[config.mk]
export PLATFORM = sky130hd
export DESIGN_NAME = bcd_top
export DESIGN_NICKNAME = d
export VERILOG_FILES = /design/src/hw/bcd_pkg.sv /design/src/hw/bcd_sync2.sv /design/src/hw/bcd_top.sv
export VERILOG_INCLUDE_DIRS = /design/src /design/src/hw
export SDC_FILE = /design/constraint.sdc
export NUM_CORES = 1
export LEC_CHECK = 0
export BUFFER_PORTS_ARGS = -buffer_cell sky130_fd_sc_hd__buf_4
export CORE_MARGIN = 10
export CORE_UTILIZATION = 50
export CTS_BUF_LIST = sky130_fd_sc_hd__clkbuf_4 sky130_fd_sc_hd__clkbuf_8
export CTS_CLUSTER_SIZE = 8
export DETAILED_ROUTE_END_ITERATION = 12
export PLACE_DENSITY = 0.74
export SYNTH_ARGS = -nofsm -noshare
export SYNTH_HDL_FRONTEND = slang
export SYNTH_SLANG_ARGS = --single-unit
export TNS_END_PERCENT = 5
[constraint.sdc]
create_clock -name i_clk -period 4.4 [get_ports i_clk]
set_input_delay 0 -clock i_clk [delete_from_list [all_inputs] [get_ports i_clk]]
set_output_delay 0 -clock i_clk [all_outputs]
set_load 0.1 [all_outputs]
[src/hw/bcd_consts.svh]
// constants of the backlight control decoder
// assumes a 25 MHz system clock and a synchronous active-high reset
//
// How it works
// sub sinks follow the sub control input, main sinks the main one
// main group is three sinks, sub group is the fourth sink only
// sinks switch fully on or fully off with the input level
// host dims with a rate from 100 Hz to 200 kHz
// average brightness follows the input duty cycle
// all inputs low: sinks off at once, pump off after 15 ms
// an input rising before timeout keeps the pump and restarts the timer
// host holds a steady level when dimming is not wanted
// gain 1.5x to 2x below 3.33 V, back above 3.36 V
// gain 1x to 1.5x below 4.77 V, back above 4.81 V
// control and comparator inputs pass two flip-flops before use
// pump-off timer counts all-low time, cleared by any high input
`ifndef BCD_CONSTS_SVH
`define BCD_CONSTS_SVH

// ----------------------------------------------------------------------
// timing
// ----------------------------------------------------------------------
`define BCD_CLK_MHZ 25
`define BCD_PUMP_OFF_DELAY_US 15000
`define BCD_TMR_W 19

// ----------------------------------------------------------------------
// synchroniser
// ----------------------------------------------------------------------
`define BCD_SYNC_W 6
`define BCD_SYNC_RST 6'h00

// ----------------------------------------------------------------------
// gain codes, one-hot
// ----------------------------------------------------------------------
`define BCD_GAIN_1X 3'h1
`define BCD_GAIN_15X 3'h2
`define BCD_GAIN_2X 3'h4

`endif

[src/hw/bcd_pkg.sv]
// types of the backlight control decoder
// assumes bcd_consts.svh is on the include path
`include "bcd_consts.svh"

package bcd_pkg;

  // gain selector states
  typedef enum logic [2:0] {
    BCD_G1X = `BCD_GAIN_1X,
    BCD_G15X = `BCD_GAIN_15X,
    BCD_G2X = `BCD_GAIN_2X
  } bcd_gain_e;

  // raw or synchronised input pins
  typedef struct packed {
    logic sub_group_ctrl_in;
    logic main_group_ctrl_in;
    logic vcc_below_3v33;
    logic vcc_above_3v36;
    logic vcc_below_4v77;
    logic vcc_above_4v81;
  } bcd_pins_s;

  // current sink enables
  typedef struct packed {
    logic main_sink_a;
    logic main_sink_b;
    logic main_sink_c;
    logic sub_sink;
  } bcd_sinks_s;

endpackage

[src/hw/bcd_sync2.sv]
// two flip-flop level synchroniser, W bits wide
// assumes each bit is an independent level from outside i_clk's domain
`include "bcd_consts.svh"

module bcd_sync2 #(
  parameter int W = `BCD_SYNC_W
) (
  // clock and reset
  input wire logic i_clk,
  input wire logic i_sys_rst,
  // levels
  input wire logic [W-1:0] i_async,
  output logic [W-1:0] o_sync
);

  logic [W-1:0] meta;

  // first stage feeds only the second
  always_ff @(posedge i_clk) begin
    if (i_sys_rst) begin
      meta <= '0;
      o_sync <= '0;
    end else begin
      meta <= i_async;
      o_sync <= meta;
    end
  end

endmodule

[src/hw/bcd_top.sv]
// backlight control decoder: group enables, pump-off timer, gain select
// assumes control pins and supply comparators are asynchronous levels
`include "bcd_consts.svh"

module bcd_top
  import bcd_pkg::*;
#(
  parameter int unsigned PUMP_OFF_CYCLES =
    `BCD_PUMP_OFF_DELAY_US * `BCD_CLK_MHZ
) (
  // clock and reset
  input wire logic i_clk,
  input wire logic i_sys_rst,
  // control pins from the host
  input wire logic i_sub_group_ctrl_in,
  input wire logic i_main_group_ctrl_in,
  // supply comparators
  input wire logic i_vcc_below_3v33,
  input wire logic i_vcc_above_3v36,
  input wire logic i_vcc_below_4v77,
  input wire logic i_vcc_above_4v81,
  // sink enables
  output bcd_sinks_s o_sinks,
  // charge pump
  output logic o_pump_en,
  output bcd_gain_e o_gain
);

  // ----------------------------------------------------------------------
  // input synchronisation
  // ----------------------------------------------------------------------
  bcd_pins_s raw;
  bcd_pins_s syn;

  assign raw = '{
    sub_group_ctrl_in: i_sub_group_ctrl_in,
    main_group_ctrl_in: i_main_group_ctrl_in,
    vcc_below_3v33: i_vcc_below_3v33,
    vcc_above_3v36: i_vcc_above_3v36,
    vcc_below_4v77: i_vcc_below_4v77,
    vcc_above_4v81: i_vcc_above_4v81
  };

  bcd_sync2 #(
    .W(`BCD_SYNC_W)
  ) u_sync (
    .i_clk(i_clk),
    .i_sys_rst(i_sys_rst),
    .i_async(raw),
    .o_sync(syn)
  );

  // ----------------------------------------------------------------------
  // group decode
  // ----------------------------------------------------------------------
  wire logic s_sub;
  wire logic s_main;
  wire logic s_any;
  bcd_sinks_s next_sinks;

  assign s_sub = syn.sub_group_ctrl_in;
  assign s_main = syn.main_group_ctrl_in;
  assign s_any = s_sub | s_main;

  // full on or full off only, so average current tracks duty
  assign next_sinks = '{
    main_sink_a: s_main,
    main_sink_b: s_main,
    main_sink_c: s_main,
    sub_sink: s_sub
  };

  always_ff @(posedge i_clk) begin
    if (i_sys_rst) begin
      o_sinks <= '0;
    end else begin
      o_sinks <= next_sinks;
    end
  end

  // ----------------------------------------------------------------------
  // pump-off timer
  // ----------------------------------------------------------------------
  localparam logic [`BCD_TMR_W-1:0] TMR_LAST =
    `BCD_TMR_W'(PUMP_OFF_CYCLES - 1);

  logic [`BCD_TMR_W-1:0] cnt;
  wire logic [`BCD_TMR_W-1:0] next_cnt;
  wire logic timeout_hit;
  wire logic next_pump_en;

  assign timeout_hit = ~s_any & (cnt == TMR_LAST);
  // cleared at the timeout too, so a stopped pump leaves a zero count
  assign next_cnt = (s_any | ~o_pump_en | timeout_hit) ? '0 :
                    cnt + `BCD_TMR_W'(1);
  assign next_pump_en = s_any | (o_pump_en & ~timeout_hit);

  always_ff @(posedge i_clk) begin
    if (i_sys_rst) begin
      cnt <= '0;
      o_pump_en <= 1'b0;
    end else begin
      cnt <= next_cnt;
      o_pump_en <= next_pump_en;
    end
  end

  // ----------------------------------------------------------------------
  // gain selector
  // ----------------------------------------------------------------------
  bcd_gain_e next_gain;

  always_comb begin
    next_gain = o_gain;
    unique case (o_gain)
      BCD_G1X: begin
        if (syn.vcc_below_4v77) begin
          next_gain = BCD_G15X;
        end
      end
      BCD_G15X: begin
        if (syn.vcc_below_3v33) begin
          next_gain = BCD_G2X;
        end else if (syn.vcc_above_4v81) begin
          next_gain = BCD_G1X;
        end
      end
      BCD_G2X: begin
        if (syn.vcc_above_3v36) begin
          next_gain = BCD_G15X;
        end
      end
      default: begin
        next_gain = BCD_G15X;
      end
    endcase
  end

  always_ff @(posedge i_clk) begin
    if (i_sys_rst) begin
      o_gain <= BCD_G1X;
    end else begin
      o_gain <= next_gain;
    end
  end
endmodule

# Word level (Yosys, flattened, before mapping)
# Cells that the tools add are included.
# totals
mem_bits_ro	0
latch_bits	0
out_inout_bits	8
mem_count	0
ff_bits	37
word_cells	31
input_bits	8
mem_bits_rw	0
# op_classes
bitwise	9
n_div	0
add_sub_neg	1
n_mux	5
shifts	0
order_cmp	0
multipliers	0
n_eq_ne	7
reduce_logical	2
# op_table
operator	n
19-bit by 1-bit adder with 19-bit output (second input constant)	1
19-bit equality test (second input constant)	1
3-bit 2-to-1 mux	4
3-bit one-hot mux with 3 select lines	1
2-bit by 1-bit != test with 1-bit output (second input constant)	2
1-bit bitwise OR	4
3-bit by 1-bit equality test with 1-bit output (second input constant)	1
3-bit by 2-bit equality test with 1-bit output (second input constant)	1
3-bit equality test (second input constant)	1
3-bit by 1-bit != test with 1-bit output (second input constant)	1
1-bit inverter	3
3-bit AND reduction	1
1-bit bitwise AND	2
2-bit OR reduction	1

# Logic depth before layout (Yosys ltp)
# Gate-level depths: netlist of the first run.
# depth
ltp_word	6
ltp_mapped	7
depth_no_buf	5

# Cells and area by module
# From an unflattened synthesis of the first run, not the netlist that was laid out.
# hier_totals
hier_cells	158
hier_area_um2	1485.2
# by_module_without_submodules
module	instances	cells_per_inst	area_each_um2	seq_area_each_um2
bcd_top	1	133	1118.6	500.5
bcd_sync2	1	25	366.6	240.2

# Worst setup path after synthesis of the first run
# Ideal clock, no wire load.
# synth_timing
path_type	reg-to-reg
start	register cnt[10]
end	register cnt[11]
required_ns	4.285
t_arrival_ns	1.847
stages_incl_launch_ff	6
path_buffers	1
synth_period_minus_slack_ns	1.962
setup_ns	0.115
path_slack_ns	2.438
cell_sequence	dfxtp_1 -> or4_1 -> or4_4 -> o2111ai_4 -> buf_6 -> nor2_1
# synth_between
elab_chain_len	4
word_cells_on_any_way	5
cone_classes	add/sub (1); eq/ne (1); bitwise (2); reduce/logical (1)
# synth_lines
element	line_no	source
start, declared	bcd_top.sv:87	logic [`BCD_TMR_W-1:0] cnt;
start signal, assigned	bcd_top.sv:103	cnt <= next_cnt;
branches (longest 4 deep; another with 19-bit by 1-bit adder with 19-bit output)	-	
# Several ways; the timed one is not identified.
# A chain may end at the register's enable or synchronous reset.

# Worst setup path after layout of the first run
# layout_timing
start	register cnt[10]
end	register cnt[5]
# layout_between
elab_chain_len	4
# layout_lines
element	line_no	source
19-bit equality test	bcd_top.sv:92	assign timeout_hit = ~s_any & (cnt == TMR_LAST);
1-bit bitwise AND	bcd_top.sv:92	
1-bit bitwise OR	bcd_top.sv:94	assign next_cnt = (s_any | ~o_pump_en | timeout_hit) ? '0 :
2-bit OR reduction (no line)	-	
# No other way between the ends.

==> load_flow_metrics.sql, run 1 <==
INSERT INTO impl_metrics (metric_group, metric, value, unit) VALUES
('yosys', 'ys_ff_latch', '37', ''),
('clock_tree', 'cts_buffers', '5', ''),
('timing', 'rsz0062_at_grt', 'no', ''),
('timing', 'relSlewSlack', '63.6', '%'),
('setup_path', 'timing.critical_path.cells', 'or4_1, or4_4, o2111ai_4, nor2_1', ''),
('yosys', 'synth_top_family_by_area', 'simple AND/OR/NAND/NOR gates', ''),
('global_routing', 'first_pass_grt_wire_length', '4230', 'µm'),
('drt', 'drt_wl_total', '2640', 'µm'),
('power_and_ir_drop', 'power.static_leakage', '0.646', 'nW'),
('yosys', 'syn-num-nets', '157', ''),
('place', 'portBuffers', '15', ''),
('timing', 'worst_clock_skew', '0.0133', 'ns'),
('place', 'gp_congestion', '0.745', ''),
('timing', 'max_slew.worst_pin.slew', '0.546', 'ns'),
('setup_path', 'timing.reg2reg.worst_path_depth', '4', ''),
('cells_and_area', 'nNetsFinal', '186', ''),
('global_routing', 'grt_overflow', '0', ''),
('worst_hold_path', 'hold_depth', '1', ''),
('clock_tree', 'post_cts_setup_repair_buffer_count', '0', ''),
('setup_path', 'cp.required', '4.61', 'ns'),
('power_and_ir_drop', 'p_per_area', '374', 'nW/µm²'),
('yosys', 'post_synth_inst_count', '148', ''),
('yosys', 'seq_area_frac_synth', '51.8', '%'),
('timing', 'post_route_clock_period_utilization', '48.8', '%'),
('cells_and_area', 'most_frequent_standard_cell_in_the_layout_excluding_fill_and_tap_cells', 'sky130_fd_sc_hd__dfxtp_1', ''),
('timing', 'slew_viol_final', '0', ''),
('clock_tree', 'post_cts_resized', '0', ''),
('cells_and_area', 'layout_cell_share_with_drive_strength_beyond_1', '13.6', '%'),
('worst_hold_path', 'hold_path_class', 'reg2reg', ''),
('yosys', 'synth_simple_gate_area_share', '26.4', '%'),
('die', 'design.portCount', '16', ''),
('setup_path', 'cp-end-kind', 'register', ''),
('timing', 'setup_viol', '0', ''),
('cells_and_area', 'layout.core_utilization', '63.8', '%'),
('yosys', 'synth.distinct_cells', '29', ''),
('setup_path', 'worst_path_slowest_cell', 'sky130_fd_sc_hd__or4_1', ''),
('power_and_ir_drop', 'worst_vdd_drop', '0.337', 'mV'),
('drt', 'dr.pass1.iters', '4', ''),
('clock_tree', 'clock-sinks', '37', ''),
('clock_tree', 'clk_latency', '0.34', 'ns'),
('yosys', 'post_synth_mux_area_share', '0', '%'),
('global_routing', 'grt_antenna_before_repair', '0', ''),
('cells_and_area', 'n_antenna_cell', '0', ''),
('yosys', 'post_synth.cell_area_avg', '9.65', 'µm²'),
('die', 'initial_core_util', '52.3', '%'),
('setup_path', 'crit_type', 'reg2reg', ''),
('yosys', 'synth_area', '1430', 'µm²'),
('die', 'std_cell_rows', '19', ''),
('drt', 'routedWlPerCell', '12.7', 'µm'),
('drt', 'route.detailed.drc', '0', ''),
('setup_path', 'critPathLaunchType', 'register', ''),
('setup_path', 'max_stage_delay', '0.54', 'ns'),
('yosys', 'post_synth_xor_area_fraction', '6.13', '%'),
('timing', 'fmax', '466', 'MHz'),
('drt', 'route.vias.total', '1092', ''),
('setup_path', 'crit_fanout', '19', ''),
('clock_tree', 'cts_max_path_buffers', '2', ''),
('cells_and_area', 'synthToLayoutAreaGrowth', '22.2', '%'),
('outcome', 'run_status', 'completed', ''),
('die', 'floorplan.die.width', '73.5', 'µm'),
('drt', 'avgViaCountPerCell', '5.25', ''),
('global_routing', 'grt_pass1_vias', '973', ''),
('global_routing', 'gr-usage-all-layers', '9.82', '%'),
('clock_tree', 'tritoncts_clock_tree', 'done', ''),
('yosys', 'ys_warn_count', '0', ''),
('place', 'dp.final_hpwl', '1840', 'µm'),
('setup_path', 'timing.critical_path.arrival', '2.36', 'ns'),
('clock_tree', 'cts_htree_levels', '2', ''),
('die', 'design.core.area', '2730', 'µm²'),
('clock_tree', 'clock-root-buffer', 'sky130_fd_sc_hd__clkbuf_4', ''),
('die', 'chipHeight', '73.5', 'µm'),
('drt', 'initialDrtViolationCount', '89', ''),
('die', 'die_outline_area', '5400', 'µm²'),
('drt', 'drtAntennaViolNets', '0', ''),
('yosys', 'synth-compound-area-share', '10.6', '%'),
('clock_tree', 'path_clk_slew', '0.11', 'ns'),
('global_routing', 'maximum_number_of_pins_on_one_net_before_global_route_repair', '20', ''),
('cells_and_area', 'final_cell_mix', '37 x sky130_fd_sc_hd__dfxtp_1, 15 x sky130_fd_sc_hd__buf_4, 14 x sky130_fd_sc_hd__nor2b_1, 14 x sky130_fd_sc_hd__nor2_1, 13 x sky130_fd_sc_hd__dlygate4sd3_1', ''),
('yosys', 'synth_area_in_adders', '0.876', '%'),
('timing', 'totalNegativeSetupSlack', '0', 'ns'),
('timing', 'period_minus_slack', '2.15', 'ns'),
('job', 'max_cap_violations', '0', ''),
('timing', 'hold_viol', '0', '');
==> area by class of cell <==
cell class,instances,area (µm²)
well taps,31,38.8
fillers,214,988
inverters,6,22.5
multi-input cells,99,628
flip-flops and latches,37,741
clock buffers,5,37.5
repair buffers,28,243
clock inverters,2,35.0
==> per-layer routing <==
layer	track usage, %	part of all wire (%)	vias up
met5	0	0	-
met4	3.52	0.83	0
met3	5.38	5.6	3
met2	14.5	45	24
met1	11.7	48	497
li1	-	-	568
==> through the flow <==
stage                     hold slack, ns  cells  setup WS, ns  total power [mW]  instance area, µm²
after detailed placement           0.220    188          2.28             0.429                1540
after global routing               0.465    208          2.14             0.681                1750
after global placement             0.212    188          2.34             0.427                1540
final                              0.438    208          2.25             0.653                1750
after CTS                          0.444    208          2.27             0.658                1750
after floorplan                   0.0716    148          2.44             0.413                1430
==> report_power, final <==
| part | switching, mW | internal (mW) | total (mW) |
|---|---|---|---|
| Clock | 0.107 | 0.116 | 0.223 |
| Sequential | 0.00617 | 0.345 | 0.351 |
| Combinational | 0.0520 | 0.0274 | 0.0794 |
| Total | 0.165 | 0.488 | 0.653 |
==> flip-flops by register name (all words and copies together), names as in the netlist <==
| name | count |
|---|---|
| u_sync.meta | 6 |
| cnt | 19 |
| u_sync.o_sync | 6 |
| o_sinks | 2 |
| o_pump_en | 1 |
| o_gain | 3 |
==> worst paths after layout <==
kind	slack (ns)	to	from
hold / removal	0.44	u_sync.o_sync[3]	u_sync.meta[3]
hold reg to reg	0.44	u_sync.o_sync[3]	u_sync.meta[3]
setup / recovery	2.25	cnt[5]	cnt[10]
setup reg to reg	2.25	cnt[5]	cnt[10]
==> cell usage after synthesis (all sizes together) <==
cell type | count | share of area [%]
a32oi | 1 | 0.61
ha | 1 | 0.88
or3 | 7 | 3.1
inv | 6 | 1.6
and3 | 1 | 0.44
o21ai | 8 | 2.8
clkbuf | 3 | 0.79
o2111ai | 1 | 1.8
or4bb | 1 | 0.79
nor3b | 3 | 1.6
or4 | 3 | 1.8
dfxtp | 37 | 52
a21oi | 9 | 3.2
and4 | 3 | 1.8
nand3b | 1 | 0.53
nand2 | 5 | 1.3
xnor2 | 2 | 1.2
nand3 | 6 | 2.1
a21o | 2 | 1.1
buf | 3 | 1.8
and2 | 1 | 0.44
nand4 | 6 | 2.6
o31ai | 1 | 0.53
o41ai | 1 | 0.61
nor2b | 14 | 6.1
xor2 | 8 | 4.9
nor2 | 14 | 3.7
==> critical path: cells and delay by family (launching register included) <==
kind               cells  cell delay (ns)
AOI/OAI and AO/OA      1             0.50
DFF                    1             0.36
and+or+nand+nor        3             1.16
==> logic make-up after synthesis <==
logic type               count (synthesis)
AND/OR/NAND/NOR                         65
buffers and inverters                   12
flip-flops                              37
AO/OA/AOI/OAI                           23
XOR/XNOR                                10
adder cells (fa/ha/maj)                  1
==> repair_timing <==
| action | in CTS | in global routing |
|---|---|---|
| hold buffers | 13 | 0 |
| setup endpoints to repair | 0 | 0 |
| hold endpoints to repair | 18 | 0 |
(Power assumes the default switching activity.)
==> run 2: changes to the inputs <==
PLACE_DENSITY = 0.77   (was 0.74)
clock period = 1.75 ns   (was 4.4 ns; I/O delays follow)
==> load_flow_metrics.sql, run 2 (same netlist as run 1, synthesis figures left out) <==
INSERT INTO impl_metrics (metric_group, metric, value, unit) VALUES
('outcome', 'run_status', 'finished, violations left', ''),
('outcome', 'failed_checks', 'setup timing', ''),
('setup_path', 'critical_path_stages', '5', ''),
('setup_path', 'cp.buffers_inverters', '1', ''),
('clock_tree', 'clk_latency', '0.34', 'ns'),
('power_and_ir_drop', 'power_frac_comb', '12.1', '%'),
('clock_tree', 'path_clk_slew', '0.11', 'ns'),
('power_and_ir_drop', 'share_clk_of_total_power', '36.5', '%'),
('timing', 'fmax', '528', 'MHz'),
('drt', 'dr.pass1.iters', '4', ''),
('setup_path', 'r2r-start', 'cnt[5]', ''),
('cells_and_area', 'final_cell_mix', '35 x sky130_fd_sc_hd__dfxtp_1, 31 x sky130_fd_sc_hd__buf_4, 14 x sky130_fd_sc_hd__nor2b_1, 14 x sky130_fd_sc_hd__nor2_1, 13 x sky130_fd_sc_hd__dlygate4sd3_1', ''),
('setup_path', 'rr_endpoint', 'cnt[14]', ''),
('global_routing', 'grt_overflow', '0', ''),
('die', 'die_outline_area', '5400', 'µm²'),
('drt', 'drtAntennaViolNets', '0', ''),
('global_routing', 'gr-usage-all-layers', '11.6', '%'),
('global_routing', 'grt_pass1_vias', '1144', ''),
('place', 'portBuffers', '15', ''),
('cells_and_area', 'layout.area.seq', '743', 'µm²'),
('setup_path', 'crit_type', 'reg2reg', ''),
('setup_path', 'cp.required', '1.98', 'ns'),
('cells_and_area', 'most_frequent_standard_cell_in_the_layout_excluding_fill_and_tap_cells', 'sky130_fd_sc_hd__dfxtp_1', ''),
('drt', 'routedWlPerCell', '13.2', 'µm'),
('clock_tree', 'cts_htree_levels', '2', ''),
('global_routing', 'grt_antenna_before_repair', '0', ''),
('timing', 'layout_setup_ws', '-0.143', 'ns'),
('timing', 'rsz0062_at_grt', 'yes', ''),
('cells_and_area', 'n_antenna_cell', '0', ''),
('die', 'design.core.area', '2730', 'µm²'),
('clock_tree', 'tritoncts_clock_tree', 'done', ''),
('global_routing', 'maximum_number_of_pins_on_one_net_before_global_route_repair', '20', ''),
('setup_path', 'max_stage_delay', '0.51', 'ns'),
('cells_and_area', 'max_flop_register', 'cnt', ''),
('setup_path', 'critPathLaunchType', 'register', ''),
('timing', 'relSlewSlack', '81.8', '%'),
('place', 'dp_slack', '-0.113', 'ns'),
('worst_hold_path', 'origin_of_the_worst_min_delay_path', 'u_sync.meta[5]', ''),
('timing', 'max_slew.worst_pin.slew', '0.269', 'ns'),
('power_and_ir_drop', 'cell_internal_pwr', '1.30', 'mW'),
('timing', 'period_minus_slack', '1.89', 'ns'),
('timing', 'slew_viol_final', '0', ''),
('place', 'total_cell_area_at_the_placement_stage', '1690', 'µm²'),
('cells_and_area', 'fill_cells', '200', ''),
('drt', 'initialDrtViolationCount', '60', ''),
('die', 'floorplan.die.width', '73.5', 'µm'),
('place', 'dp.final_hpwl', '1990', 'µm'),
('setup_path', 'worst_path_slowest_cell', 'sky130_fd_sc_hd__or4_4', ''),
('worst_hold_path', 'hold_path_class', 'reg2reg', ''),
('power_and_ir_drop', 'power.static_leakage', '0.750', 'nW'),
('die', 'chipHeight', '73.5', 'µm'),
('setup_path', 'timing.critical_path.cells', 'or4bb_1, or4_4, o2111ai_4, buf_12, a21oi_1', ''),
('cells_and_area', 'biggest_regs', 'cnt (19), u_sync.meta (6), u_sync.o_sync (6)', ''),
('setup_path', 'crit_fanout', '19', ''),
('timing', 'post_route_clock_period_utilization', '108', '%'),
('drt', 'route.detailed.drc', '0', ''),
('job', 'max_cap_violations', '0', ''),
('power_and_ir_drop', 'power.share.sequential', '51.5', '%'),
('clock_tree', 'clock-sinks', '37', ''),
('setup_path', 'crit_family', 'simple AND/OR/NAND/NOR gates', ''),
('drt', 'avgViaCountPerCell', '5.19', ''),
('die', 'design.portCount', '16', ''),
('cells_and_area', 'finalInstanceArea', '1900', 'µm²'),
('cells_and_area', 'layout_cell_share_with_drive_strength_beyond_1', '22.6', '%'),
('setup_path', 'cp-end-kind', 'register', ''),
('timing', 'worst_clock_skew', '0.00677', 'ns'),
('timing', 'hold_viol', '0', ''),
('clock_tree', 'post_cts_resized', '0', ''),
('setup_path', 'r2r_slack', '-0.14', 'ns'),
('clock_tree', 'clock-root-buffer', 'sky130_fd_sc_hd__clkbuf_4', ''),
('setup_path', 'timing.critical_path.arrival', '2.12', 'ns'),
('power_and_ir_drop', 'p_per_area', '900', 'nW/µm²'),
('power_and_ir_drop', 'worst_vdd_drop', '0.895', 'mV'),
('cells_and_area', 'multi_input_comb_area', '628', 'µm²'),
('clock_tree', 'post_cts_setup_repair_buffer_count', '0', ''),
('global_routing', 'first_pass_grt_wire_length', '4890', 'µm'),
('place', 'gp_congestion', '0.822', ''),
('drt', 'route.vias.total', '1172', ''),
('clock_tree', 'cts_max_path_buffers', '2', ''),
('timing', 'setup_viol', '20', ''),
('cells_and_area', 'largest_register_ffs', '19', ''),
('power_and_ir_drop', 'p_sw_share', '24.4', '%'),
('die', 'initial_core_util', '52.3', '%'),
('worst_hold_path', 'hold_depth', '1', ''),
('setup_path', 'timing.reg2reg.worst_path_depth', '5', ''),
('worst_hold_path', 'min_to', 'u_sync.o_sync[5]', ''),
('cells_and_area', 'nNetsFinal', '203', ''),
('die', 'std_cell_rows', '19', ''),
('drt', 'drt_wl_total', '2980', 'µm'),
('clock_tree', 'cts_buffers', '5', ''),
('power_and_ir_drop', 'switchingPower', '0.418', 'mW'),
('cells_and_area', 'synthToLayoutAreaGrowth', '33.3', '%');
run 2: changes by cell type in the layout (fill, tap and decap cells not counted):
cell                       previous run  this run
sky130_fd_sc_hd__buf_12               0         1
sky130_fd_sc_hd__buf_4               15        31
sky130_fd_sc_hd__clkbuf_4             5         6
sky130_fd_sc_hd__clkbuf_8             0         1
sky130_fd_sc_hd__clkinv_2             1         0
sky130_fd_sc_hd__dfxtp_1             37        35
sky130_fd_sc_hd__dfxtp_2              0         2
run 2: area by class of cell:
cell class	count	area share (%)
Multi-Input combinational cell	99	33.0
Inverter	6	1.18
Sequential cell	37	39.0
Clock buffer	7	3.09
Timing Repair Buffer	45	20.1
Clock inverter	1	1.58
Tap cell	31	2.04
run 2: routing by layer:
metal / share of wire [%] / up-vias / global-route usage (%)
met3: 5.4 / 5 / 4.04
li1: - / 598 / -
met4: 1.6 / 0 / 6.83
met1: 44 / 550 / 12.4
met5: 0 / - / 0
met2: 49 / 19 / 19.2
run 2: repair_timing:
action,in CTS,in global routing
pin swaps,0,1
setup endpoints to repair,20,20
hold buffers,13,0
endpoints found under the hold margin,18,0
run 2: through the flow:
step	hold slack, ns	cells	TNS [ns]	total power [mW]	util [%]
6_report	0.446	226	-2.53	1.71	69.7
2_1_floorplan	0.0716	148	-2.08	1.04	-
4_1_cts	0.444	226	-2.30	1.72	69.7
3_5_place_dp	0.214	205	-2.04	1.08	61.6
3_3_place_gp	0.217	205	-1.69	1.08	61.6
5_1_grt	0.467	226	-3.69	1.77	69.7
run 2: how the worst max path moves through the flow:
stage / start / to
after CTS: cnt[14] / cnt[14]
after global routing: cnt[5] / cnt[13]
after global placement: cnt[14] / cnt[18]
after floorplan: cnt[14] / cnt[11]
final: cnt[5] / cnt[14]
after detailed placement: cnt[14] / cnt[14]
run 2: power groups by stage:
stage | Sequential, mW | Clock (mW) | Combinational [mW]
3_3_place_gp | 0.900 | 0 | 0.179
6_report | 0.882 | 0.625 | 0.207
3_5_place_dp | 0.901 | 0 | 0.183
5_1_grt | 0.886 | 0.668 | 0.218
2_1_floorplan | 0.977 | 0 | 0.0612
4_1_cts | 0.882 | 0.633 | 0.206
